==> src/rtl/flat_video_pkg.sv <==
// Shared constants, types and timing table for the flat-field video generator
package flat_video_pkg;

   // ==========================================================
   // Register map: map select and byte offsets
   localparam logic       MAP_IO            = 1'b0;
   localparam logic       MAP_COMPONENT     = 1'b1;
   localparam logic [7:0] IO_FORMAT_OFS     = 8'h00;  // video_format_code
   localparam logic [7:0] IO_CLASS_OFS      = 8'h01;  // primary input class
   localparam logic [7:0] IO_SOFT_RESET_OFS = 8'hFF;  // bit 7 restores defaults
   localparam logic [7:0] CMP_RX_SRC_OFS    = 8'hBA;
   localparam logic [7:0] CMP_CONTROL_OFS   = 8'hBF;  // free_run_control
   localparam logic [7:0] CMP_FILL_A_OFS    = 8'hC0;  // fill_colour_channel_a
   localparam logic [7:0] CMP_FILL_B_OFS    = 8'hC1;  // fill_colour_channel_b
   localparam logic [7:0] CMP_FILL_C_OFS    = 8'hC2;  // fill_colour_channel_c
   localparam logic [7:0] CMP_BUFFER_OFS    = 8'hC9;
   localparam logic [7:0] CMP_STATUS_OFS    = 8'hCA;

   // ==========================================================
   // Field positions and special values
   localparam int         FORCE_BIT         = 0;
   localparam int         AUTO_BIT          = 1;
   localparam int         MANUAL_BIT        = 2;
   localparam int         SOFT_RESET_BIT    = 7;
   localparam logic [7:0] RX_SRC_ENABLE     = 8'h01;
   localparam logic [7:0] BUFFER_BYPASS     = 8'h05;

   // ==========================================================
   // Reset values
   localparam logic [7:0] REG_RESET         = 8'h00;

   // ==========================================================
   // Class and format codes
   localparam logic [7:0] CLASS_SD_COMP     = 8'h01;
   localparam logic [7:0] CLASS_SD_GRAPH    = 8'h02;
   localparam logic [7:0] CLASS_RX_GRAPH    = 8'h04;
   localparam logic [7:0] CLASS_RX_COMP     = 8'h05;
   localparam logic [7:0] CODE_VGA          = 8'h08;
   localparam logic [7:0] CODE_1080I        = 8'h05;
   localparam logic [7:0] CODE_1080P        = 8'h1E;

   // ==========================================================
   // Built-in colours when manual colour is off (green, red, blue)
   localparam logic [7:0] AUTO_COL_G        = 8'h00;
   localparam logic [7:0] AUTO_COL_R        = 8'h00;
   localparam logic [7:0] AUTO_COL_B        = 8'hFF;
   localparam logic [7:0] PLAIN_COL_G       = 8'h00;
   localparam logic [7:0] PLAIN_COL_R       = 8'h00;
   localparam logic [7:0] PLAIN_COL_B       = 8'h00;

   localparam int         PIX_W             = 12;     // output bus per channel
   localparam logic [3:0] PIX_PAD           = 4'h0;   // low bits below the colour

   // ==========================================================
   // Formats and their raster timing (counts in pixel clocks / lines)
   typedef enum logic [1:0] {FMT_VGA60, FMT_480P, FMT_1080I60, FMT_1080P60} format_t;

   typedef struct packed {
      logic [11:0] h_total;
      logic [11:0] h_active;
      logic [11:0] h_fp;
      logic [11:0] h_sync;
      logic [10:0] v_total0;
      logic [10:0] v_total1;
      logic [10:0] v_active;
      logic [10:0] v_fp;
      logic [10:0] v_sync;
      logic        interlaced;
   } timing_t;

   localparam timing_t TIM_VGA60   = '{12'd800, 12'd640, 12'd16, 12'd96,
                                       11'd525, 11'd525, 11'd480, 11'd10, 11'd2, 1'b0};
   localparam timing_t TIM_480P    = '{12'd858, 12'd720, 12'd16, 12'd62,
                                       11'd525, 11'd525, 11'd480, 11'd9, 11'd6, 1'b0};
   localparam timing_t TIM_1080I60 = '{12'd2200, 12'd1920, 12'd88, 12'd44,
                                       11'd563, 11'd562, 11'd540, 11'd2, 11'd5, 1'b1};
   localparam timing_t TIM_1080P60 = '{12'd2200, 12'd1920, 12'd88, 12'd44,
                                       11'd1125, 11'd1125, 11'd1080, 11'd4, 11'd5, 1'b0};

   // Timing lookup for a format
   function automatic timing_t timing_of(input format_t f);
      case (f)
         FMT_480P:    timing_of = TIM_480P;
         FMT_1080I60: timing_of = TIM_1080I60;
         FMT_1080P60: timing_of = TIM_1080P60;
         default:     timing_of = TIM_VGA60;
      endcase
   endfunction : timing_of

endpackage : flat_video_pkg

==> src/rtl/raster_counter.sv <==
// Horizontal and vertical raster counter producing sync and enable
`timescale 1ns/10ps
module raster_counter
   import flat_video_pkg::*;
(
   input  wire logic    i_core_clk,
   input  wire logic    i_reset_n,
   input  wire logic    i_run,
   input  wire timing_t i_timing,
   output logic         o_hsync,
   output logic         o_vsync,
   output logic         o_de,
   output logic         o_field,
   output logic         o_frame_start
);

   typedef struct packed {
      logic [11:0] h;
      logic [10:0] v;
      logic        field;
   } cnt_t;

   cnt_t s;
   cnt_t next_s;
   logic [10:0] lines;

   // ==========================================================
   // Counter advance, wraps with >= so a format change never overruns
   always_comb begin
      next_s = s;
      lines  = s.field ? i_timing.v_total1 : i_timing.v_total0;
      if (!i_run) begin
         next_s = '0;
      end else if (s.h >= i_timing.h_total - 12'd1) begin
         next_s.h = 12'd0;
         if (s.v >= lines - 11'd1) begin
            next_s.v     = 11'd0;
            next_s.field = i_timing.interlaced ? ~s.field : 1'b0;
         end else begin
            next_s.v = s.v + 11'd1;
         end
      end else begin
         next_s.h = s.h + 12'd1;
      end
   end

   always_ff @(posedge i_core_clk) begin
      if (!i_reset_n) begin
         s <= '0;
      end else begin
         s <= next_s;
      end
   end

   // ==========================================================
   // Sync and enable decode from the counters
   assign o_de          = (s.h < i_timing.h_active) && (s.v < i_timing.v_active);
   assign o_hsync       = (s.h >= i_timing.h_active + i_timing.h_fp) &&
                          (s.h <  i_timing.h_active + i_timing.h_fp + i_timing.h_sync);
   assign o_vsync       = (s.v >= i_timing.v_active + i_timing.v_fp) &&
                          (s.v <  i_timing.v_active + i_timing.v_fp + i_timing.v_sync);
   assign o_field       = s.field;
   assign o_frame_start = i_run && (s.h == 12'd0) && (s.v == 11'd0) && !s.field;

   // ==========================================================
   // Checks
   property p_hcount_bound;
      @(posedge i_core_clk) disable iff (!i_reset_n)
      i_run && $stable(i_timing) && (s.h < i_timing.h_total) |=> s.h < i_timing.h_total;
   endproperty
   a_hcount_bound: assert property (p_hcount_bound) else $error("pixel count overran line");

   property p_line_wrap;
      @(posedge i_core_clk) disable iff (!i_reset_n)
      i_run && $stable(i_timing) && (s.h == i_timing.h_total - 12'd1) |=>
         s.h == 12'd0 && s.v != $past(s.v);
   endproperty
   a_line_wrap: assert property (p_line_wrap) else $error("line end did not wrap");

endmodule : raster_counter

==> src/rtl/flat_video_generator.sv <==
// Free-run flat-field video generator with its register file and output mux
//
// What this block does
// Control bit 0 set replaces incoming video with internally generated output.
// Manual colour bit set takes each channel from its fill colour register.
// Free-run gives one flat colour, 8 bits MSB-aligned, plus matching syncs.
// Raster timing follows primary class and format code in IO map bytes.
// Receiver part: class 4, code 8 gives 640x480 at 60 Hz.
// Receiver part: class 5, code 5 gives 1080-line interlaced 60 fields.
// Non-receiver part: class 1, code 5 gives 1080-line interlaced 60 fields.
// Non-receiver part: class 2, code 8 gives 480-line progressive.
// Class 5 with code 1E gives 1080-line progressive at 60 Hz.
// Receiver parts need 01 written at BA before free-run drives output.
// Writing 05 at C9 stops frame buffering; programmed values apply directly.
// Fill registers at C0, C1, C2 drive green, red, blue.
// Software enables and formats the pixel bus outside this block.
// Manual bit clear gives a built-in colour chosen by the auto bit.
`timescale 1ns/10ps
module flat_video_generator
   import flat_video_pkg::*;
#(
   parameter bit HAS_RECEIVER = 1'b1
)(
   input  wire logic             i_core_clk,
   input  wire logic             i_reset_n,
   input  wire logic             i_reg_wr,
   input  wire logic             i_reg_rd,
   input  wire logic             i_reg_map,
   input  wire logic [7:0]       i_reg_addr,
   input  wire logic [7:0]       i_reg_wdata,
   output logic      [7:0]       o_reg_rdata,
   input  wire logic [PIX_W-1:0] i_video_green,
   input  wire logic [PIX_W-1:0] i_video_red,
   input  wire logic [PIX_W-1:0] i_video_blue,
   input  wire logic             i_video_hsync,
   input  wire logic             i_video_vsync,
   input  wire logic             i_video_de,
   output logic      [PIX_W-1:0] o_pix_green,
   output logic      [PIX_W-1:0] o_pix_red,
   output logic      [PIX_W-1:0] o_pix_blue,
   output logic                  o_hsync,
   output logic                  o_vsync,
   output logic                  o_de,
   output logic                  o_field,
   output logic                  o_freerun_active
);

   typedef struct packed {
      logic [7:0]       format_code;
      logic [7:0]       prim_class;
      logic [7:0]       rx_src;
      logic [7:0]       control;
      logic [7:0]       fill_a;
      logic [7:0]       fill_b;
      logic [7:0]       fill_c;
      logic [7:0]       buffer_ctl;
      format_t          act_fmt;
      logic [7:0]       act_a;
      logic [7:0]       act_b;
      logic [7:0]       act_c;
      logic             act_manual;
      logic             act_auto;
      logic [7:0]       rdata;
      logic [PIX_W-1:0] green;
      logic [PIX_W-1:0] red;
      logic [PIX_W-1:0] blue;
      logic             hs;
      logic             vs;
      logic             de;
      logic             fld;
      logic             active;
   } state_t;

   state_t  s;
   state_t  next_s;
   timing_t cur_timing;
   format_t req_fmt;
   logic    force_eff;
   logic    bypass;
   logic    gen_hs;
   logic    gen_vs;
   logic    gen_de;
   logic    gen_fld;
   logic    frame_start;
   logic    soft_rst;
   logic [7:0] col_g;
   logic [7:0] col_r;
   logic [7:0] col_b;

   // ==========================================================
   // Format decode from class and code, per part variant
   function automatic format_t decode_format(input logic [7:0] cls, input logic [7:0] code,
                                             input format_t keep);
      decode_format = keep;
      if (cls == CLASS_RX_COMP && code == CODE_1080P) begin
         decode_format = FMT_1080P60;
      end else if (HAS_RECEIVER) begin
         if (cls == CLASS_RX_GRAPH && code == CODE_VGA) begin
            decode_format = FMT_VGA60;
         end else if (cls == CLASS_RX_COMP && code == CODE_1080I) begin
            decode_format = FMT_1080I60;
         end
      end else begin
         if (cls == CLASS_SD_COMP && code == CODE_1080I) begin
            decode_format = FMT_1080I60;
         end else if (cls == CLASS_SD_GRAPH && code == CODE_VGA) begin
            decode_format = FMT_480P;
         end
      end
   endfunction : decode_format

   // ==========================================================
   // Free-run enable and timing source
   assign force_eff  = s.control[FORCE_BIT] &&
                       (!HAS_RECEIVER || s.rx_src == RX_SRC_ENABLE);
   assign bypass     = (s.buffer_ctl == BUFFER_BYPASS);
   assign req_fmt    = decode_format(s.prim_class, s.format_code, s.act_fmt);
   assign cur_timing = timing_of(s.act_fmt);
   // Soft reset: IO map write with the restore bit set
   assign soft_rst   = i_reg_wr && i_reg_map == MAP_IO && i_reg_addr == IO_SOFT_RESET_OFS &&
                       i_reg_wdata[SOFT_RESET_BIT];

   raster_counter u_raster (
      .i_core_clk    (i_core_clk),
      .i_reset_n     (i_reset_n),
      .i_run         (s.active),
      .i_timing      (cur_timing),
      .o_hsync       (gen_hs),
      .o_vsync       (gen_vs),
      .o_de          (gen_de),
      .o_field       (gen_fld),
      .o_frame_start (frame_start)
   );

   // ==========================================================
   // Colour in force: manual fill or built-in choice
   always_comb begin
      if (s.act_manual) begin
         col_g = s.act_a;
         col_r = s.act_b;
         col_b = s.act_c;
      end else if (s.act_auto) begin
         col_g = AUTO_COL_G;
         col_r = AUTO_COL_R;
         col_b = AUTO_COL_B;
      end else begin
         col_g = PLAIN_COL_G;
         col_r = PLAIN_COL_R;
         col_b = PLAIN_COL_B;
      end
   end

   // ==========================================================
   // Register writes, parameter buffering and pixel output stage
   always_comb begin
      next_s        = s;
      next_s.active = force_eff;
      // Register port writes
      if (i_reg_wr && i_reg_map == MAP_IO) begin
         case (i_reg_addr)
            IO_FORMAT_OFS: next_s.format_code = i_reg_wdata;
            IO_CLASS_OFS:  next_s.prim_class  = i_reg_wdata;
            default: ;
         endcase
      end else if (i_reg_wr) begin
         case (i_reg_addr)
            CMP_RX_SRC_OFS:  next_s.rx_src     = i_reg_wdata;
            CMP_CONTROL_OFS: next_s.control    = i_reg_wdata;
            CMP_FILL_A_OFS:  next_s.fill_a     = i_reg_wdata;
            CMP_FILL_B_OFS:  next_s.fill_b     = i_reg_wdata;
            CMP_FILL_C_OFS:  next_s.fill_c     = i_reg_wdata;
            CMP_BUFFER_OFS:  next_s.buffer_ctl = i_reg_wdata;
            default: ;
         endcase
      end
      // Parameters reach the generator directly when bypassed or idle, else only at frame start
      if (bypass || !s.active || frame_start) begin
         next_s.act_fmt    = req_fmt;
         next_s.act_a      = s.fill_a;
         next_s.act_b      = s.fill_b;
         next_s.act_c      = s.fill_c;
         next_s.act_manual = s.control[MANUAL_BIT];
         next_s.act_auto   = s.control[AUTO_BIT];
      end
      // Read data, one cycle after the strobe
      next_s.rdata = 8'h00;
      if (i_reg_rd && i_reg_map == MAP_IO) begin
         case (i_reg_addr)
            IO_FORMAT_OFS: next_s.rdata = s.format_code;
            IO_CLASS_OFS:  next_s.rdata = s.prim_class;
            default:       next_s.rdata = 8'h00;
         endcase
      end else if (i_reg_rd) begin
         case (i_reg_addr)
            CMP_RX_SRC_OFS:  next_s.rdata = s.rx_src;
            CMP_CONTROL_OFS: next_s.rdata = s.control;
            CMP_FILL_A_OFS:  next_s.rdata = s.fill_a;
            CMP_FILL_B_OFS:  next_s.rdata = s.fill_b;
            CMP_FILL_C_OFS:  next_s.rdata = s.fill_c;
            CMP_BUFFER_OFS:  next_s.rdata = s.buffer_ctl;
            CMP_STATUS_OFS:  next_s.rdata = {4'h0, s.fld, s.act_fmt, s.active};
            default:         next_s.rdata = 8'h00;
         endcase
      end
      // Output mux: generated flat field or incoming video
      if (s.active) begin
         next_s.green = gen_de ? {col_g, PIX_PAD} : '0;
         next_s.red   = gen_de ? {col_r, PIX_PAD} : '0;
         next_s.blue  = gen_de ? {col_b, PIX_PAD} : '0;
         next_s.hs    = gen_hs;
         next_s.vs    = gen_vs;
         next_s.de    = gen_de;
         next_s.fld   = gen_fld;
      end else begin
         next_s.green = i_video_green;
         next_s.red   = i_video_red;
         next_s.blue  = i_video_blue;
         next_s.hs    = i_video_hsync;
         next_s.vs    = i_video_vsync;
         next_s.de    = i_video_de;
         next_s.fld   = 1'b0;
      end
   end

   // State register with port reset and soft reset through the IO map
   always_ff @(posedge i_core_clk) begin
      if (!i_reset_n || soft_rst) begin
         s         <= '0;
         s.act_fmt <= FMT_VGA60;
      end else begin
         s <= next_s;
      end
   end

   assign o_reg_rdata      = s.rdata;
   assign o_pix_green      = s.green;
   assign o_pix_red        = s.red;
   assign o_pix_blue       = s.blue;
   assign o_hsync          = s.hs;
   assign o_vsync          = s.vs;
   assign o_de             = s.de;
   assign o_field          = s.fld;
   assign o_freerun_active = s.active;

   // ==========================================================
   // Checks
   property p_force_takes_over;
      @(posedge i_core_clk) disable iff (!i_reset_n || soft_rst)
      force_eff ##1 force_eff |=> o_freerun_active && o_pix_green == ($past(gen_de, 1)
         ? {$past(col_g, 1), PIX_PAD} : '0);
   endproperty
   a_force_takes_over: assert property (p_force_takes_over) else $error("free-run not driving");

   property p_manual_colour;
      @(posedge i_core_clk) disable iff (!i_reset_n || soft_rst)
      s.active && s.act_manual && gen_de |=>
         o_pix_green == {$past(s.act_a), PIX_PAD} && o_pix_red == {$past(s.act_b), PIX_PAD} &&
         o_pix_blue == {$past(s.act_c), PIX_PAD};
   endproperty
   a_manual_colour: assert property (p_manual_colour) else $error("fill colour not on output");

   property p_msb_aligned;
      @(posedge i_core_clk) disable iff (!i_reset_n)
      o_freerun_active && $past(s.active) |->
         o_pix_green[3:0] == PIX_PAD && o_pix_red[3:0] == PIX_PAD && o_pix_blue[3:0] == PIX_PAD;
   endproperty
   a_msb_aligned: assert property (p_msb_aligned) else $error("colour not MSB aligned");

   property p_vga_decode;
      @(posedge i_core_clk) disable iff (!i_reset_n)
      HAS_RECEIVER && bypass && s.prim_class == CLASS_RX_GRAPH && s.format_code == CODE_VGA
         |=> s.act_fmt == FMT_VGA60;
   endproperty
   a_vga_decode: assert property (p_vga_decode) else $error("class 4 code 8 not VGA");

   property p_1080p_decode;
      @(posedge i_core_clk) disable iff (!i_reset_n)
      bypass && s.prim_class == CLASS_RX_COMP && s.format_code == CODE_1080P
         |=> s.act_fmt == FMT_1080P60;
   endproperty
   a_1080p_decode: assert property (p_1080p_decode) else $error("code 1E not 1080p");

   property p_rx_gate;
      @(posedge i_core_clk) disable iff (!i_reset_n)
      HAS_RECEIVER && s.rx_src != RX_SRC_ENABLE |=> !o_freerun_active;
   endproperty
   a_rx_gate: assert property (p_rx_gate) else $error("free-run without source enable");

   property p_buffered_hold;
      @(posedge i_core_clk) disable iff (!i_reset_n || soft_rst)
      s.active && !bypass && !frame_start |=> s.act_fmt == $past(s.act_fmt) &&
         s.act_a == $past(s.act_a);
   endproperty
   a_buffered_hold: assert property (p_buffered_hold) else $error("buffered value changed early");

   property p_auto_colour;
      @(posedge i_core_clk) disable iff (!i_reset_n || soft_rst)
      s.active && !s.act_manual && s.act_auto && gen_de |=>
         o_pix_blue == {AUTO_COL_B, PIX_PAD} && o_pix_green == {AUTO_COL_G, PIX_PAD};
   endproperty
   a_auto_colour: assert property (p_auto_colour) else $error("built-in colour wrong");

endmodule : flat_video_generator

==> config.mk <==
export PLATFORM = sky130hd
export DESIGN_NAME = flat_video_generator
export DESIGN_NICKNAME = d
export VERILOG_FILES = /design/src/rtl/flat_video_pkg.sv /design/src/rtl/raster_counter.sv /design/src/rtl/flat_video_generator.sv
export SDC_FILE = /design/constraint.sdc
export NUM_CORES = 1
export LEC_CHECK = 0
export BUFFER_PORTS_ARGS = -buffer_cell sky130_fd_sc_hd__buf_2
export CORE_MARGIN = 2
export CORE_UTILIZATION = 59
export DETAILED_ROUTE_END_ITERATION = 8
export PLACE_DENSITY = 0.91
export RECOVER_POWER = 50
export SETUP_SLACK_MARGIN = 0.5
export SLEW_MARGIN = 20
export SYNTH_ARGS = -nofsm -noshare
export SYNTH_HDL_FRONTEND = slang
export SYNTH_SLANG_ARGS = --single-unit
==> constraint.sdc <==
create_clock -name i_core_clk -period 3.83 [get_ports i_core_clk]
set_clock_uncertainty 0.15 [all_clocks]
set_input_delay 0.1915 -clock i_core_clk [delete_from_list [all_inputs] [get_ports i_core_clk]]
set_output_delay 0.1915 -clock i_core_clk [all_outputs]
set_load 0.03 [all_outputs]
==> metrics.txt, run 1 <==
# TYPE chip_impl_metric gauge
chip_impl_metric{name="fin_setup_tns",unit="ns"} 0
chip_impl_metric{name="pin_count",unit=""} 109
chip_impl_metric{name="leakagePower",unit="nW"} 4.14
chip_impl_metric{name="yosys.cell_types.count",unit=""} 73
chip_impl_metric{name="synth_cells",unit=""} 971
chip_impl_info{name="critical_path.startpoint_type",value="primary input"} 1
chip_impl_metric{name="syn_nets",unit=""} 1103
chip_impl_metric{name="internal_power",unit="mW"} 2.87
chip_impl_metric{name="number_of_buffers_inserted_during_clock_tree_synthesis",unit=""} 17
chip_impl_info{name="post-synth-top-count-cell",value="sky130_fd_sc_hd__dfxtp_1"} 1
chip_impl_metric{name="floorplan.die_area",unit="sq um"} 15800
chip_impl_metric{name="finalWorstPathRequiredPeriod",unit="ns"} 3.33
chip_impl_metric{name="max_slew.worst_pin.slew",unit="ns"} 1.32
chip_impl_metric{name="die-width",unit="microns"} 126
chip_impl_info{name="tritoncts",value="yes"} 1
chip_impl_metric{name="clock_latency",unit="ns"} 0.43
chip_impl_metric{name="place_congestion",unit=""} 0.990
chip_impl_info{name="synth_area_leaders",value="sky130_fd_sc_hd__dfxtp_1 (38%), sky130_fd_sc_hd__ha_1 (10%), sky130_fd_sc_hd__mux2i_1 (7.0%)"} 1
chip_impl_metric{name="power_switching_share",unit="%"} 23.1
chip_impl_metric{name="cts_sinks",unit=""} 165
chip_impl_metric{name="post_route_cells_drive_above_1_share",unit="%"} 12.1
chip_impl_info{name="cts_root_buf",value="sky130_fd_sc_hd__clkbuf_16"} 1
chip_impl_metric{name="drv_cap",unit=""} 0
chip_impl_metric{name="via_cell_ratio",unit=""} 6.13
chip_impl_metric{name="slew_headroom",unit="%"} 11.5
chip_impl_metric{name="route.detailed.drc",unit=""} 0
chip_impl_metric{name="seqPwrFrac",unit="%"} 46.7
chip_impl_metric{name="instances_no_fill",unit=""} 1258
chip_impl_info{name="timing.critical_path.to_type",value="flop"} 1
chip_impl_info{name="status",value="finished, final reports clean"} 1
chip_impl_metric{name="port_buffers",unit=""} 108
chip_impl_metric{name="finish.instance_area",unit="sq um"} 10000
chip_impl_metric{name="syn-cell-area",unit="sq um"} 8730
chip_impl_metric{name="postRouteAntennaNets",unit=""} 0
chip_impl_metric{name="finalSetupViolations",unit=""} 0
chip_impl_metric{name="vdd.ir_drop.worst",unit="uV"} 343
chip_impl_metric{name="row_count",unit=""} 44
chip_impl_metric{name="period_share",unit="%"} 86.9
chip_impl_metric{name="net-switching-power",unit="mW"} 0.865
chip_impl_metric{name="avgRoutedWirePerCell",unit="microns"} 18.5
chip_impl_metric{name="cts.repair_timing.setup_buffer_count",unit=""} 0
chip_impl_metric{name="syn2layout_area_growth",unit="%"} 15.0
chip_impl_info{name="most_frequently_used_flop_master_after_synthesis",value="sky130_fd_sc_hd__dfxtp_1"} 1
chip_impl_info{name="min_path_type",value="in2reg"} 1
chip_impl_metric{name="initial_utilization",unit="%"} 60.3
chip_impl_metric{name="synth_enable_flop_cells",unit=""} 0
chip_impl_metric{name="ys_seq_elements",unit=""} 165
chip_impl_metric{name="timing.critical_path.arrival",unit="ns"} 3.49
chip_impl_metric{name="timing_max_transition_violations_final",unit=""} 0
chip_impl_metric{name="synthDominantCellAreaShare",unit="%"} 37.8
chip_impl_metric{name="synth.yosys.seq_area_share",unit="%"} 37.8
chip_impl_metric{name="vias",unit=""} 7714
chip_impl_metric{name="clockPowerShare",unit="%"} 46.8
chip_impl_metric{name="placedInstanceArea",unit="sq um"} 9020
chip_impl_metric{name="worst_case_hold_slack",unit="ns"} 0.0130
chip_impl_metric{name="detail_route.first_pass.iterations",unit=""} 6
chip_impl_metric{name="groute.usage.overall",unit="%"} 28.9
chip_impl_metric{name="dp.cells",unit=""} 1180
chip_impl_metric{name="die_height",unit="microns"} 126
chip_impl_metric{name="fin_nets",unit=""} 1193
chip_impl_metric{name="max_clock_freq",unit="MHz"} 301
chip_impl_metric{name="routed_wirelength",unit="microns"} 23300
chip_impl_info{name="post-synth-top-area-cell",value="sky130_fd_sc_hd__dfxtp_1"} 1
chip_impl_metric{name="n_fill_cell",unit=""} 1068
chip_impl_metric{name="vias_in_the_first_global_route",unit=""} 7404
chip_impl_metric{name="power.combinational.fraction",unit="%"} 6.6
chip_impl_metric{name="grt_antenna_before_repair",unit=""} 0
chip_impl_info{name="synthTopCellsByCount",value="sky130_fd_sc_hd__dfxtp_1 (165), sky130_fd_sc_hd__nor2_1 (107), sky130_fd_sc_hd__a21oi_1 (74)"} 1
chip_impl_metric{name="num_antenna_cells",unit=""} 0
chip_impl_metric{name="synth_async_sr_flop_share",unit="%"} 0
chip_impl_metric{name="syn_avg_cell_area",unit="sq um"} 8.99
chip_impl_metric{name="worstPathMaxFanout",unit=""} 41
chip_impl_info{name="setup.worst_path.class",value="in2reg"} 1
chip_impl_metric{name="maximum_number_of_pins_on_one_net_before_global_route_repair",unit=""} 47
chip_impl_metric{name="first_pass_grt_wire_length",unit="microns"} 37100
chip_impl_metric{name="cts_buffer_depth",unit=""} 2
chip_impl_metric{name="cp_data_required_time",unit="ns"} 4.00
chip_impl_metric{name="placeableCoreArea",unit="sq um"} 14500
chip_impl_metric{name="ys.warnings.count",unit=""} 0
chip_impl_metric{name="hpwl",unit="microns"} 14900
chip_impl_metric{name="grt_remaining_overflow",unit=""} 0
chip_impl_metric{name="detail_route.iter0.violations",unit=""} 582
chip_impl_info{name="rsz0062_at_grt",value="true"} 1
chip_impl_metric{name="hold_viol_final",unit=""} 0
chip_impl_metric{name="cts_clock_pin_slew_for_the_worst_setup_and_hold_paths",unit="ns"} 0.06
chip_impl_metric{name="cts_max_level",unit=""} 4
chip_impl_metric{name="pwr_density_cell",unit="nW/um^2"} 372
what timing repair did:
item / 4_1_cts / 5_1_grt
hold endpoints to repair: 68 / 0
gates resized for setup: 4 / 8
hold buffers: 46 / 0
pin swaps: 0 / 1
cloned: 0 / 0
setup endpoints to repair: 1 / 14
final cells by class:
class | count | area [sq um] | share of cell area [%]
tap | 184 | 230 | 2.29
timing repair buffer | 168 | 1040 | 10.3
clock buffer | 21 | 450 | 4.49
clock inverter | 11 | 150 | 1.50
sequential | 165 | 3310 | 33.0
multi-input combinational | 681 | 4750 | 47.4
inverter | 28 | 108 | 1.07
power by group through the flow:
stage	clock, mW	combinational, mW	sequential [mW]
3_3_place_gp	0	0.203	1.78
3_5_place_dp	0	0.205	1.78
4_1_cts	1.74	0.243	1.74
6_report	1.75	0.245	1.74
2_1_floorplan	0	0.156	1.78
5_1_grt	1.82	0.257	1.74
layout by cell type, fill, tap and decap left out, drive strengths merged, types with 3 or more instances in the layout:
| cell type | n |
|---|---|
| or4b | 3 |
| nor2 | 108 |
| a32o | 16 |
| dfxtp | 165 |
| nor3 | 10 |
| dlygate4sd3 | 46 |
| or2 | 3 |
| a22o | 9 |
| a211oi | 7 |
| o31ai | 7 |
| xnor2 | 8 |
| and3 | 9 |
| nand4b | 5 |
| nand2b | 8 |
| nand4 | 10 |
| nand3 | 55 |
| mux2i | 61 |
| o211ai | 7 |
| a22oi | 15 |
| or3 | 6 |
| o21ai | 16 |
| o21a | 4 |
| a21o | 14 |
| xor2 | 7 |
| nor4 | 11 |
| nor2b | 9 |
| bufinv | 3 |
| a21oi | 74 |
| and2 | 13 |
| clkbuf | 73 |
| buf | 70 |
| clkinv | 4 |
| nand2 | 74 |
| nor4b | 3 |
| ha | 72 |
| a221oi | 6 |
| inv | 30 |
path summary, 6_finish.rpt:
| check | slack [ns] | cells after the start | to | startpoint |
|---|---|---|---|---|
| hold / removal | 0.01 | 3 | s[132] | i_reg_wdata[7] |
| setup / recovery | 0.50 | 7 | o_pix_green[8] | i_reg_addr[1] |
| setup reg to reg | 0.74 | 12 | u_raster.s[11] | s[76] |
| hold reg to reg | 0.33 | 2 | s[132] | s[132] |
cells by family (layout without fill, tap and decap cells):
kind of cell	count (synthesis)	count (layout)	share of synthesized area [%]
and+or+nand+nor	334	334	19.6
AOI/OAI and AO/OA	197	197	15.5
DFF	165	165	37.8
buffers and inverters	125	228	8.18
adders and majority gates	72	72	10.3
muxes	62	62	7.12
xor gates and xnor gates	15	15	1.50
other	1	1	0.0429
critical path: stages:
cell and delay (ns):
sky130_fd_sc_hd__clkbuf_1 0.79, sky130_fd_sc_hd__nand3_1 0.33, sky130_fd_sc_hd__nor3_1 0.60, sky130_fd_sc_hd__nand2b_4 0.55, sky130_fd_sc_hd__nor2_1 0.41, sky130_fd_sc_hd__buf_4 0.34, sky130_fd_sc_hd__a32o_1 0.25
registers in the layout (all words and copies together) (netlist names):
| signal | cells |
|---|---|
| o_de | 1 |
| o_reg_rdata | 8 |
| u_raster.s | 23 |
| o_field | 1 |
| o_hsync | 1 |
| o_pix_red | 12 |
| o_pix_green | 12 |
| u_raster.o_field | 1 |
| s | 92 |
| o_freerun_active | 1 |
| o_pix_blue | 12 |
| o_vsync | 1 |
metal layers:
metal	GRT usage [%]	routed length, microns	share of wire (%)
met1	34.1	9120	39
met2	50.4	11600	50
met3	5.27	1680	7.2
met4	14.4	853	3.7
met5	0	0	0
stage by stage:
step                setup WS (ns)  util [%]  total power [mW]
CTS                         0.551      69.7              3.73
global placement            0.558      62.3              1.98
finish                      0.503      69.3              3.74
detailed placement          0.401      62.3              1.99
floorplan                   0.588         -              1.94
global route                0.301      69.3              3.82
Note: power is estimated with default switching activity, not from simulation.
==> inputs of run 2 (changes only) <==
--- a/config.mk
+++ b/config.mk
@@ -6,13 +6,13 @@
 export NUM_CORES = 1
 export LEC_CHECK = 0
 export BUFFER_PORTS_ARGS = -buffer_cell sky130_fd_sc_hd__buf_2
-export CORE_MARGIN = 2
+export CORE_MARGIN = 10
 export CORE_UTILIZATION = 59
 export DETAILED_ROUTE_END_ITERATION = 8
 export PLACE_DENSITY = 0.91
 export RECOVER_POWER = 50
 export SETUP_SLACK_MARGIN = 0.5
-export SLEW_MARGIN = 20
+export SLEW_MARGIN = 15
 export SYNTH_ARGS = -nofsm -noshare
 export SYNTH_HDL_FRONTEND = slang
 export SYNTH_SLANG_ARGS = --single-unit
==> run 2 against run 1 <==
- clock power increased by 4%
- die area increased by 27%
- largest power group unchanged
- critical path depth increased by 1
- sequential cell count unchanged
==> metrics.txt, run 2 (same netlist as run 1, synthesis figures left out) <==
# TYPE chip_impl_metric gauge
chip_impl_info{name="commonest_non_fill_non_tap_cells_in_the_layout",value="sky130_fd_sc_hd__dfxtp_1 (164), sky130_fd_sc_hd__nor2_1 (106), sky130_fd_sc_hd__a21oi_1 (74), sky130_fd_sc_hd__nand2_1 (73), sky130_fd_sc_hd__ha_1 (68)"} 1
chip_impl_metric{name="drv_cap",unit=""} 0
chip_impl_metric{name="detail_route.iter0.violations",unit=""} 985
chip_impl_info{name="timing.hold.worst_endpoint",value="u_raster.s[6]"} 1
chip_impl_metric{name="die_height",unit="microns"} 142
chip_impl_metric{name="slew_headroom",unit="%"} 12.3
chip_impl_metric{name="post_route_cells_drive_above_1_share",unit="%"} 12.3
chip_impl_metric{name="initial_utilization",unit="%"} 60.1
chip_impl_metric{name="groute.usage.overall",unit="%"} 23.8
chip_impl_metric{name="cts_max_level",unit=""} 4
chip_impl_info{name="setup.worst_path.class",value="in2reg"} 1
chip_impl_info{name="rsz0062_at_grt",value="false"} 1
chip_impl_info{name="crit_path_cell_trace",value="dlygate4sd3_1, clkbuf_1, nand4b_1, nor3_1, nand2b_4, nor2_1, buf_4, a22o_1"} 1
chip_impl_metric{name="postRouteAntennaNets",unit=""} 0
chip_impl_metric{name="hpwl",unit="microns"} 16000
chip_impl_metric{name="finalWorstPathRequiredPeriod",unit="ns"} 3.38
chip_impl_metric{name="port_buffers",unit=""} 108
chip_impl_metric{name="final.setup.worst_slack",unit="ns"} 0.448
chip_impl_metric{name="grt_remaining_overflow",unit=""} 0
chip_impl_metric{name="rrSetupSlack",unit="ns"} 0.69
chip_impl_metric{name="net-switching-power",unit="mW"} 0.877
chip_impl_metric{name="final_util",unit="%"} 69.4
chip_impl_metric{name="power.combinational.fraction",unit="%"} 6.5
chip_impl_metric{name="max_slew.worst_pin.slew",unit="ns"} 1.31
chip_impl_metric{name="grt_antenna_before_repair",unit=""} 0
chip_impl_metric{name="routed_wirelength",unit="microns"} 24500
chip_impl_info{name="worstReg2RegEnd",value="o_vsync"} 1
chip_impl_metric{name="detail_route.first_pass.iterations",unit=""} 5
chip_impl_metric{name="hold_viol_final",unit=""} 0
chip_impl_metric{name="power_switching_share",unit="%"} 23.0
chip_impl_info{name="timing.critical_path.to_type",value="flop"} 1
chip_impl_metric{name="pwr_density_cell",unit="nW/um^2"} 379
chip_impl_metric{name="period_share",unit="%"} 88.3
chip_impl_metric{name="die-width",unit="microns"} 142
chip_impl_metric{name="leakagePower",unit="nW"} 4.18
chip_impl_metric{name="internal_power",unit="mW"} 2.94
chip_impl_metric{name="syn2layout_area_growth",unit="%"} 15.5
chip_impl_metric{name="number_of_buffers_inserted_during_clock_tree_synthesis",unit=""} 17
chip_impl_info{name="cts_root_buf",value="sky130_fd_sc_hd__clkbuf_16"} 1
chip_impl_metric{name="vias_in_the_first_global_route",unit=""} 7839
chip_impl_info{name="most_common_cell_after_layout_fill_and_taps_aside",value="sky130_fd_sc_hd__dfxtp_1"} 1
chip_impl_metric{name="floorplan.die_area",unit="sq um"} 20100
chip_impl_metric{name="worstPathMaxFanout",unit=""} 33
chip_impl_metric{name="seqPwrFrac",unit="%"} 45.7
chip_impl_metric{name="first_pass_grt_wire_length",unit="microns"} 39300
chip_impl_metric{name="row_count",unit=""} 44
chip_impl_metric{name="placeableCoreArea",unit="sq um"} 14500
chip_impl_metric{name="timing.critical_path.arrival",unit="ns"} 3.55
chip_impl_metric{name="clock_latency",unit="ns"} 0.43
chip_impl_metric{name="worstRegToRegCells",unit=""} 14
chip_impl_metric{name="vias",unit=""} 7831
chip_impl_metric{name="fin_setup_tns",unit="ns"} 0
chip_impl_metric{name="fin_nets",unit=""} 1196
chip_impl_metric{name="worst_case_hold_slack",unit="ns"} 0.0929
chip_impl_info{name="largest_registers",value="s: 92 flops, u_raster.s: 23 flops"} 1
chip_impl_metric{name="number_of_flip_flops_in_the_largest_register",unit=""} 92
chip_impl_metric{name="via_cell_ratio",unit=""} 6.21
chip_impl_metric{name="avgRoutedWirePerCell",unit="microns"} 19.4
chip_impl_metric{name="pin_count",unit=""} 109
chip_impl_info{name="min_path_type",value="in2reg"} 1
chip_impl_metric{name="timing_max_transition_violations_final",unit=""} 0
chip_impl_metric{name="num_antenna_cells",unit=""} 0
chip_impl_metric{name="cts_buffer_depth",unit=""} 2
chip_impl_metric{name="route.detailed.drc",unit=""} 0
chip_impl_info{name="critical_path.startpoint_type",value="primary input"} 1
chip_impl_info{name="regToRegStartpoint",value="s[75]"} 1
chip_impl_metric{name="highest_cell_delay_on_the_worst_timing_path",unit="ns"} 0.63
chip_impl_metric{name="vdd.ir_drop.worst",unit="uV"} 287
chip_impl_info{name="top_register",value="s"} 1
chip_impl_metric{name="cp_data_required_time",unit="ns"} 4.00
chip_impl_metric{name="finalSetupViolations",unit=""} 0
chip_impl_metric{name="dpl_worst_slack",unit="ns"} 0.374
chip_impl_metric{name="clockPowerShare",unit="%"} 47.8
chip_impl_metric{name="timing.hold.worst_path_depth",unit=""} 3
chip_impl_metric{name="cts_clock_pin_slew_for_the_worst_setup_and_hold_paths",unit="ns"} 0.06
chip_impl_info{name="status",value="finished, final reports clean"} 1
chip_impl_info{name="critPathSlowestCell",value="sky130_fd_sc_hd__nor3_1"} 1
chip_impl_metric{name="cts_sinks",unit=""} 165
chip_impl_metric{name="place_congestion",unit=""} 0.928
chip_impl_info{name="tritoncts",value="yes"} 1
chip_impl_metric{name="maximum_number_of_pins_on_one_net_before_global_route_repair",unit=""} 41
chip_impl_metric{name="max_clock_freq",unit="MHz"} 296
chip_impl_info{name="hold_path.startpoint",value="i_reset_n"} 1
run 2: cell count changes in the layout (fill, tap and decap cells not counted), sizes merged:
cell and delta:
bufinv +1, clkinvlp -1, buf +3, clkinv +1, clkbuf -1, inv -1, dlygate4sd3 +1
run 2: critical path, delay by kind of cell:
kind	cells	cell delay [ns]
and+or+nand+nor	4	1.66
buffers and inverters	3	1.43
AOI/OAI and AO/OA	1	0.25
run 2: routing by layer:
metal | GRT usage (%) | wire length, microns | share of wire, % | vias up
met2 | 40.8 | 12200 | 50 | 441
met5 | 0 | 0 | 0 | -
met3 | 5.11 | 1880 | 7.7 | 93
met1 | 26.9 | 9510 | 39 | 3702
met4 | 13.0 | 984 | 4.0 | 0
li1 | - | - | - | 3595
run 2: power by group through the flow:
stage	registers (mW)	logic, mW	clock network [mW]
after global placement	1.78	0.206	0
after floorplan	1.78	0.156	0
after CTS	1.74	0.248	1.83
after detailed placement	1.78	0.210	0
after global routing	1.75	0.262	1.91
final	1.74	0.248	1.82
run 2: layout make-up:
class	instances	area (sq um)
sequential	165	3310
clock inverter	11	174
clock buffer	21	450
timing repair buffer	171	1070
fill	1058	4450
tap	184	230
multi-input combinational	681	4750
inverter	28	111
run 2: worst max-delay path by stage:
stage / from / endpoint / slack [ns] / depth (start not counted)
floorplan: s[76] / o_vsync / 0.59 / 13
global placement: s[76] / u_raster.s[19] / 0.52 / 11
detailed placement: s[75] / o_vsync / 0.37 / 14
CTS: s[75] / o_vsync / 0.41 / 14
global route: i_reg_wdata[7] / o_pix_blue[5] / 0.33 / 8
finish: i_reg_wdata[7] / o_pix_blue[10] / 0.45 / 8
run 2: what timing repair did:
| action | in CTS | in global routing |
|---|---|---|
| hold endpoints to repair | 71 | 0 |
| buffers inserted | 0 | 1 |
| gates resized for setup | 2 | 10 |
| hold buffers | 47 | 0 |
| pin swaps | 0 | 2 |
| setup endpoints to repair | 13 | 17 |
run 2: stage by stage:
stage                     area [sq um]  total power [mW]  cells
after floorplan                   8730              1.94    971
after global placement            9030              1.99   1181
after detailed placement          9030              1.99   1181
after CTS                        10100              3.82   1260
after global routing             10100              3.92   1261
final                            10100              3.82   1261
==> inputs of run 3 (changes only) <==
--- a/config.mk
+++ b/config.mk
@@ -7,9 +7,9 @@
 export LEC_CHECK = 0
 export BUFFER_PORTS_ARGS = -buffer_cell sky130_fd_sc_hd__buf_2
 export CORE_MARGIN = 10
-export CORE_UTILIZATION = 59
+export CORE_UTILIZATION = 53
 export DETAILED_ROUTE_END_ITERATION = 8
-export PLACE_DENSITY = 0.91
+export PLACE_DENSITY = 0.87
 export RECOVER_POWER = 50
 export SETUP_SLACK_MARGIN = 0.5
 export SLEW_MARGIN = 15
==> constraint.sdc (replaced) <==
create_clock -name i_core_clk -period 3.11 [get_ports i_core_clk]
set_clock_uncertainty 0.15 [all_clocks]
set_input_delay 0.1555 -clock i_core_clk [delete_from_list [all_inputs] [get_ports i_core_clk]]
set_output_delay 0.1555 -clock i_core_clk [all_outputs]
set_load 0.03 [all_outputs]
==> run 3 against run 2 <==
- wire length rose by 6.6%
- largest cell class unchanged
- critical path type unchanged
- global-route usage down 1.1 points
- critical endpoint is now o_reg_rdata[3]
- clock power is 12% higher
- total power rose by 18%
- die area is 9.7% higher
==> metrics.txt, run 3 (same netlist as run 1, synthesis figures left out) <==
# TYPE chip_impl_metric gauge
chip_impl_metric{name="place_congestion",unit=""} 0.947
chip_impl_metric{name="final_util",unit="%"} 67.1
chip_impl_metric{name="timing_max_transition_violations_final",unit=""} 0
chip_impl_metric{name="floorplan.die_area",unit="sq um"} 22000
chip_impl_metric{name="detail_route.first_pass.iterations",unit=""} 6
chip_impl_metric{name="route.detailed.drc",unit=""} 0
chip_impl_metric{name="max_clock_freq",unit="MHz"} 352
chip_impl_metric{name="die_height",unit="microns"} 148
chip_impl_info{name="cts_root_buf",value="sky130_fd_sc_hd__clkbuf_16"} 1
chip_impl_metric{name="fin_nets",unit=""} 1238
chip_impl_metric{name="timing.critical_path.arrival",unit="ns"} 3.00
chip_impl_info{name="critical_path.startpoint_type",value="primary input"} 1
chip_impl_info{name="critical_path_startpoint",value="i_reg_wdata[7]"} 1
chip_impl_metric{name="first_pass_grt_wire_length",unit="microns"} 40600
chip_impl_metric{name="avgRoutedWirePerCell",unit="microns"} 19.6
chip_impl_metric{name="vias",unit=""} 8031
chip_impl_info{name="hold_path.startpoint",value="i_reg_map"} 1
chip_impl_metric{name="grt_antenna_before_repair",unit=""} 1
chip_impl_metric{name="via_cell_ratio",unit=""} 6.01
chip_impl_metric{name="hpwl",unit="microns"} 16900
chip_impl_metric{name="power_switching_share",unit="%"} 25.0
chip_impl_metric{name="seqPwrFrac",unit="%"} 47.8
chip_impl_metric{name="slew_headroom",unit="%"} 46.3
chip_impl_info{name="setup.worst_path.class",value="in2reg"} 1
chip_impl_metric{name="pwr_density_cell",unit="nW/um^2"} 418
chip_impl_metric{name="cts_sinks",unit=""} 165
chip_impl_metric{name="port_buffers",unit=""} 108
chip_impl_metric{name="net-switching-power",unit="mW"} 1.12
chip_impl_info{name="largest_registers",value="s: 92 flops, u_raster.s: 23 flops"} 1
chip_impl_metric{name="die-width",unit="microns"} 148
chip_impl_metric{name="vdd.ir_drop.worst",unit="uV"} 412
chip_impl_metric{name="row_count",unit=""} 46
chip_impl_info{name="min_path_type",value="in2reg"} 1
chip_impl_metric{name="vias_in_the_first_global_route",unit=""} 7847
chip_impl_metric{name="post_route_cells_drive_above_1_share",unit="%"} 18.3
chip_impl_metric{name="drv_cap",unit=""} 0
chip_impl_info{name="tritoncts",value="yes"} 1
chip_impl_metric{name="groute.usage.overall",unit="%"} 22.6
chip_impl_info{name="top_register",value="s"} 1
chip_impl_info{name="commonest_non_fill_non_tap_cells_in_the_layout",value="sky130_fd_sc_hd__dfxtp_1 (163), sky130_fd_sc_hd__nor2_1 (96), sky130_fd_sc_hd__nand2_1 (73), sky130_fd_sc_hd__a21oi_1 (72), sky130_fd_sc_hd__ha_1 (63)"} 1
chip_impl_metric{name="cts_max_level",unit=""} 4
chip_impl_metric{name="syn2layout_area_growth",unit="%"} 23.0
chip_impl_metric{name="number_of_flip_flops_in_the_largest_register",unit=""} 92
chip_impl_metric{name="initial_utilization",unit="%"} 54.6
chip_impl_metric{name="placeableCoreArea",unit="sq um"} 16000
chip_impl_metric{name="max_slew.worst_pin.slew",unit="ns"} 0.799
chip_impl_info{name="rsz0062_at_grt",value="true"} 1
chip_impl_metric{name="clockPowerShare",unit="%"} 45.2
chip_impl_metric{name="number_of_buffers_inserted_during_clock_tree_synthesis",unit=""} 17
chip_impl_metric{name="hold_viol_final",unit=""} 0
chip_impl_metric{name="routed_wirelength",unit="microns"} 26100
chip_impl_metric{name="pin_count",unit=""} 109
chip_impl_metric{name="worstPathMaxFanout",unit=""} 36
chip_impl_metric{name="postRouteAntennaNets",unit=""} 0
chip_impl_metric{name="detail_route.iter0.violations",unit=""} 922
chip_impl_info{name="status",value="finished, final reports clean"} 1
chip_impl_metric{name="fin_setup_tns",unit="ns"} 0
chip_impl_info{name="timing.critical_path.to_type",value="flop"} 1
chip_impl_metric{name="clock_latency",unit="ns"} 0.44
chip_impl_metric{name="period_share",unit="%"} 91.2
chip_impl_metric{name="finalSetupViolations",unit=""} 0
chip_impl_metric{name="cp_data_required_time",unit="ns"} 3.27
chip_impl_metric{name="cts_buffer_depth",unit=""} 2
chip_impl_metric{name="leakagePower",unit="nW"} 4.39
chip_impl_metric{name="maximum_number_of_pins_on_one_net_before_global_route_repair",unit=""} 54
chip_impl_metric{name="cts_clock_pin_slew_for_the_worst_setup_and_hold_paths",unit="ns"} 0.07
chip_impl_metric{name="power.combinational.fraction",unit="%"} 7.0
chip_impl_metric{name="finalWorstPathRequiredPeriod",unit="ns"} 2.84
chip_impl_metric{name="internal_power",unit="mW"} 3.37
chip_impl_info{name="regToRegStartpoint",value="s[76]"} 1
chip_impl_info{name="most_common_cell_after_layout_fill_and_taps_aside",value="sky130_fd_sc_hd__dfxtp_1"} 1
chip_impl_metric{name="grt_remaining_overflow",unit=""} 0
[run 3: final timing paths]
check / end / slack (ns) / cells past startpoint
min reg2reg: s[128] / 0.32 / 2
max: o_reg_rdata[3] / 0.27 / 7
max reg2reg: u_raster.s[6] / 0.34 / 10
min: s[139] / 0.07 / 4
[run 3: critical path, cell delays in order]
cell and delay, ns:
sky130_fd_sc_hd__dlygate4sd3_1 0.52, sky130_fd_sc_hd__buf_2 0.28, sky130_fd_sc_hd__nand4b_1 0.15, sky130_fd_sc_hd__nor3_1 0.62
sky130_fd_sc_hd__nand2b_1 0.67, sky130_fd_sc_hd__buf_4 0.47, sky130_fd_sc_hd__nor2_1 0.12
[run 3: final cells by class]
cell class / instances / area, sq um
Sequential cell: 165 / 3310
Antenna cell: 1 / 2.50
Clock buffer: 19 / 433
Tap cell: 216 / 270
Multi-Input combinational cell: 683 / 5010
Clock inverter: 13 / 124
Inverter: 28 / 119
Timing Repair Buffer: 211 / 1470
Fill cell: 1217 / 5260
[run 3: power by group through the flow]
stage / Sequential, mW / Clock (mW) / Combinational, mW
after detailed placement: 2.19 / 0 / 0.265
after global placement: 2.19 / 0 / 0.262
after global routing: 2.15 / 2.13 / 0.329
after floorplan: 2.20 / 0 / 0.192
final: 2.15 / 2.03 / 0.312
after CTS: 2.14 / 2.03 / 0.314
[run 3: layer usage]
metal  part of all wire [%]  track usage (%)  up-vias
met1                     39             26.5     3803
met3                    8.3             5.95       89
met2                     49             37.8      434
met4                    3.4             10.7        0
li1                       -                -     3705
met5                      0                0        -
[run 3: repair_timing]
item | CTS | global route
hold buffers | 48 | 0
resized for setup | 19 | 29
setup endpoints to repair | 55 | 50
buffers inserted | 16 | 6
gates cloned | 1 | 4
pin swaps | 10 | 18
endpoints found under the hold margin | 91 | 0
[run 3: through the flow]
step / power (mW) / setup slack [ns] / instances / area (sq um) / hold WS (ns)
after global placement: 2.45 / 0.348 / 1228 / 9310 / 0.203
after CTS: 4.49 / 0.412 / 1325 / 10600 / 0.0521
after floorplan: 2.39 / 0.433 / 971 / 8830 / 0.114
final: 4.49 / 0.272 / 1336 / 10700 / 0.0713
after detailed placement: 2.46 / 0.254 / 1228 / 9310 / 0.204
after global routing: 4.60 / 0.160 / 1336 / 10700 / 0.112
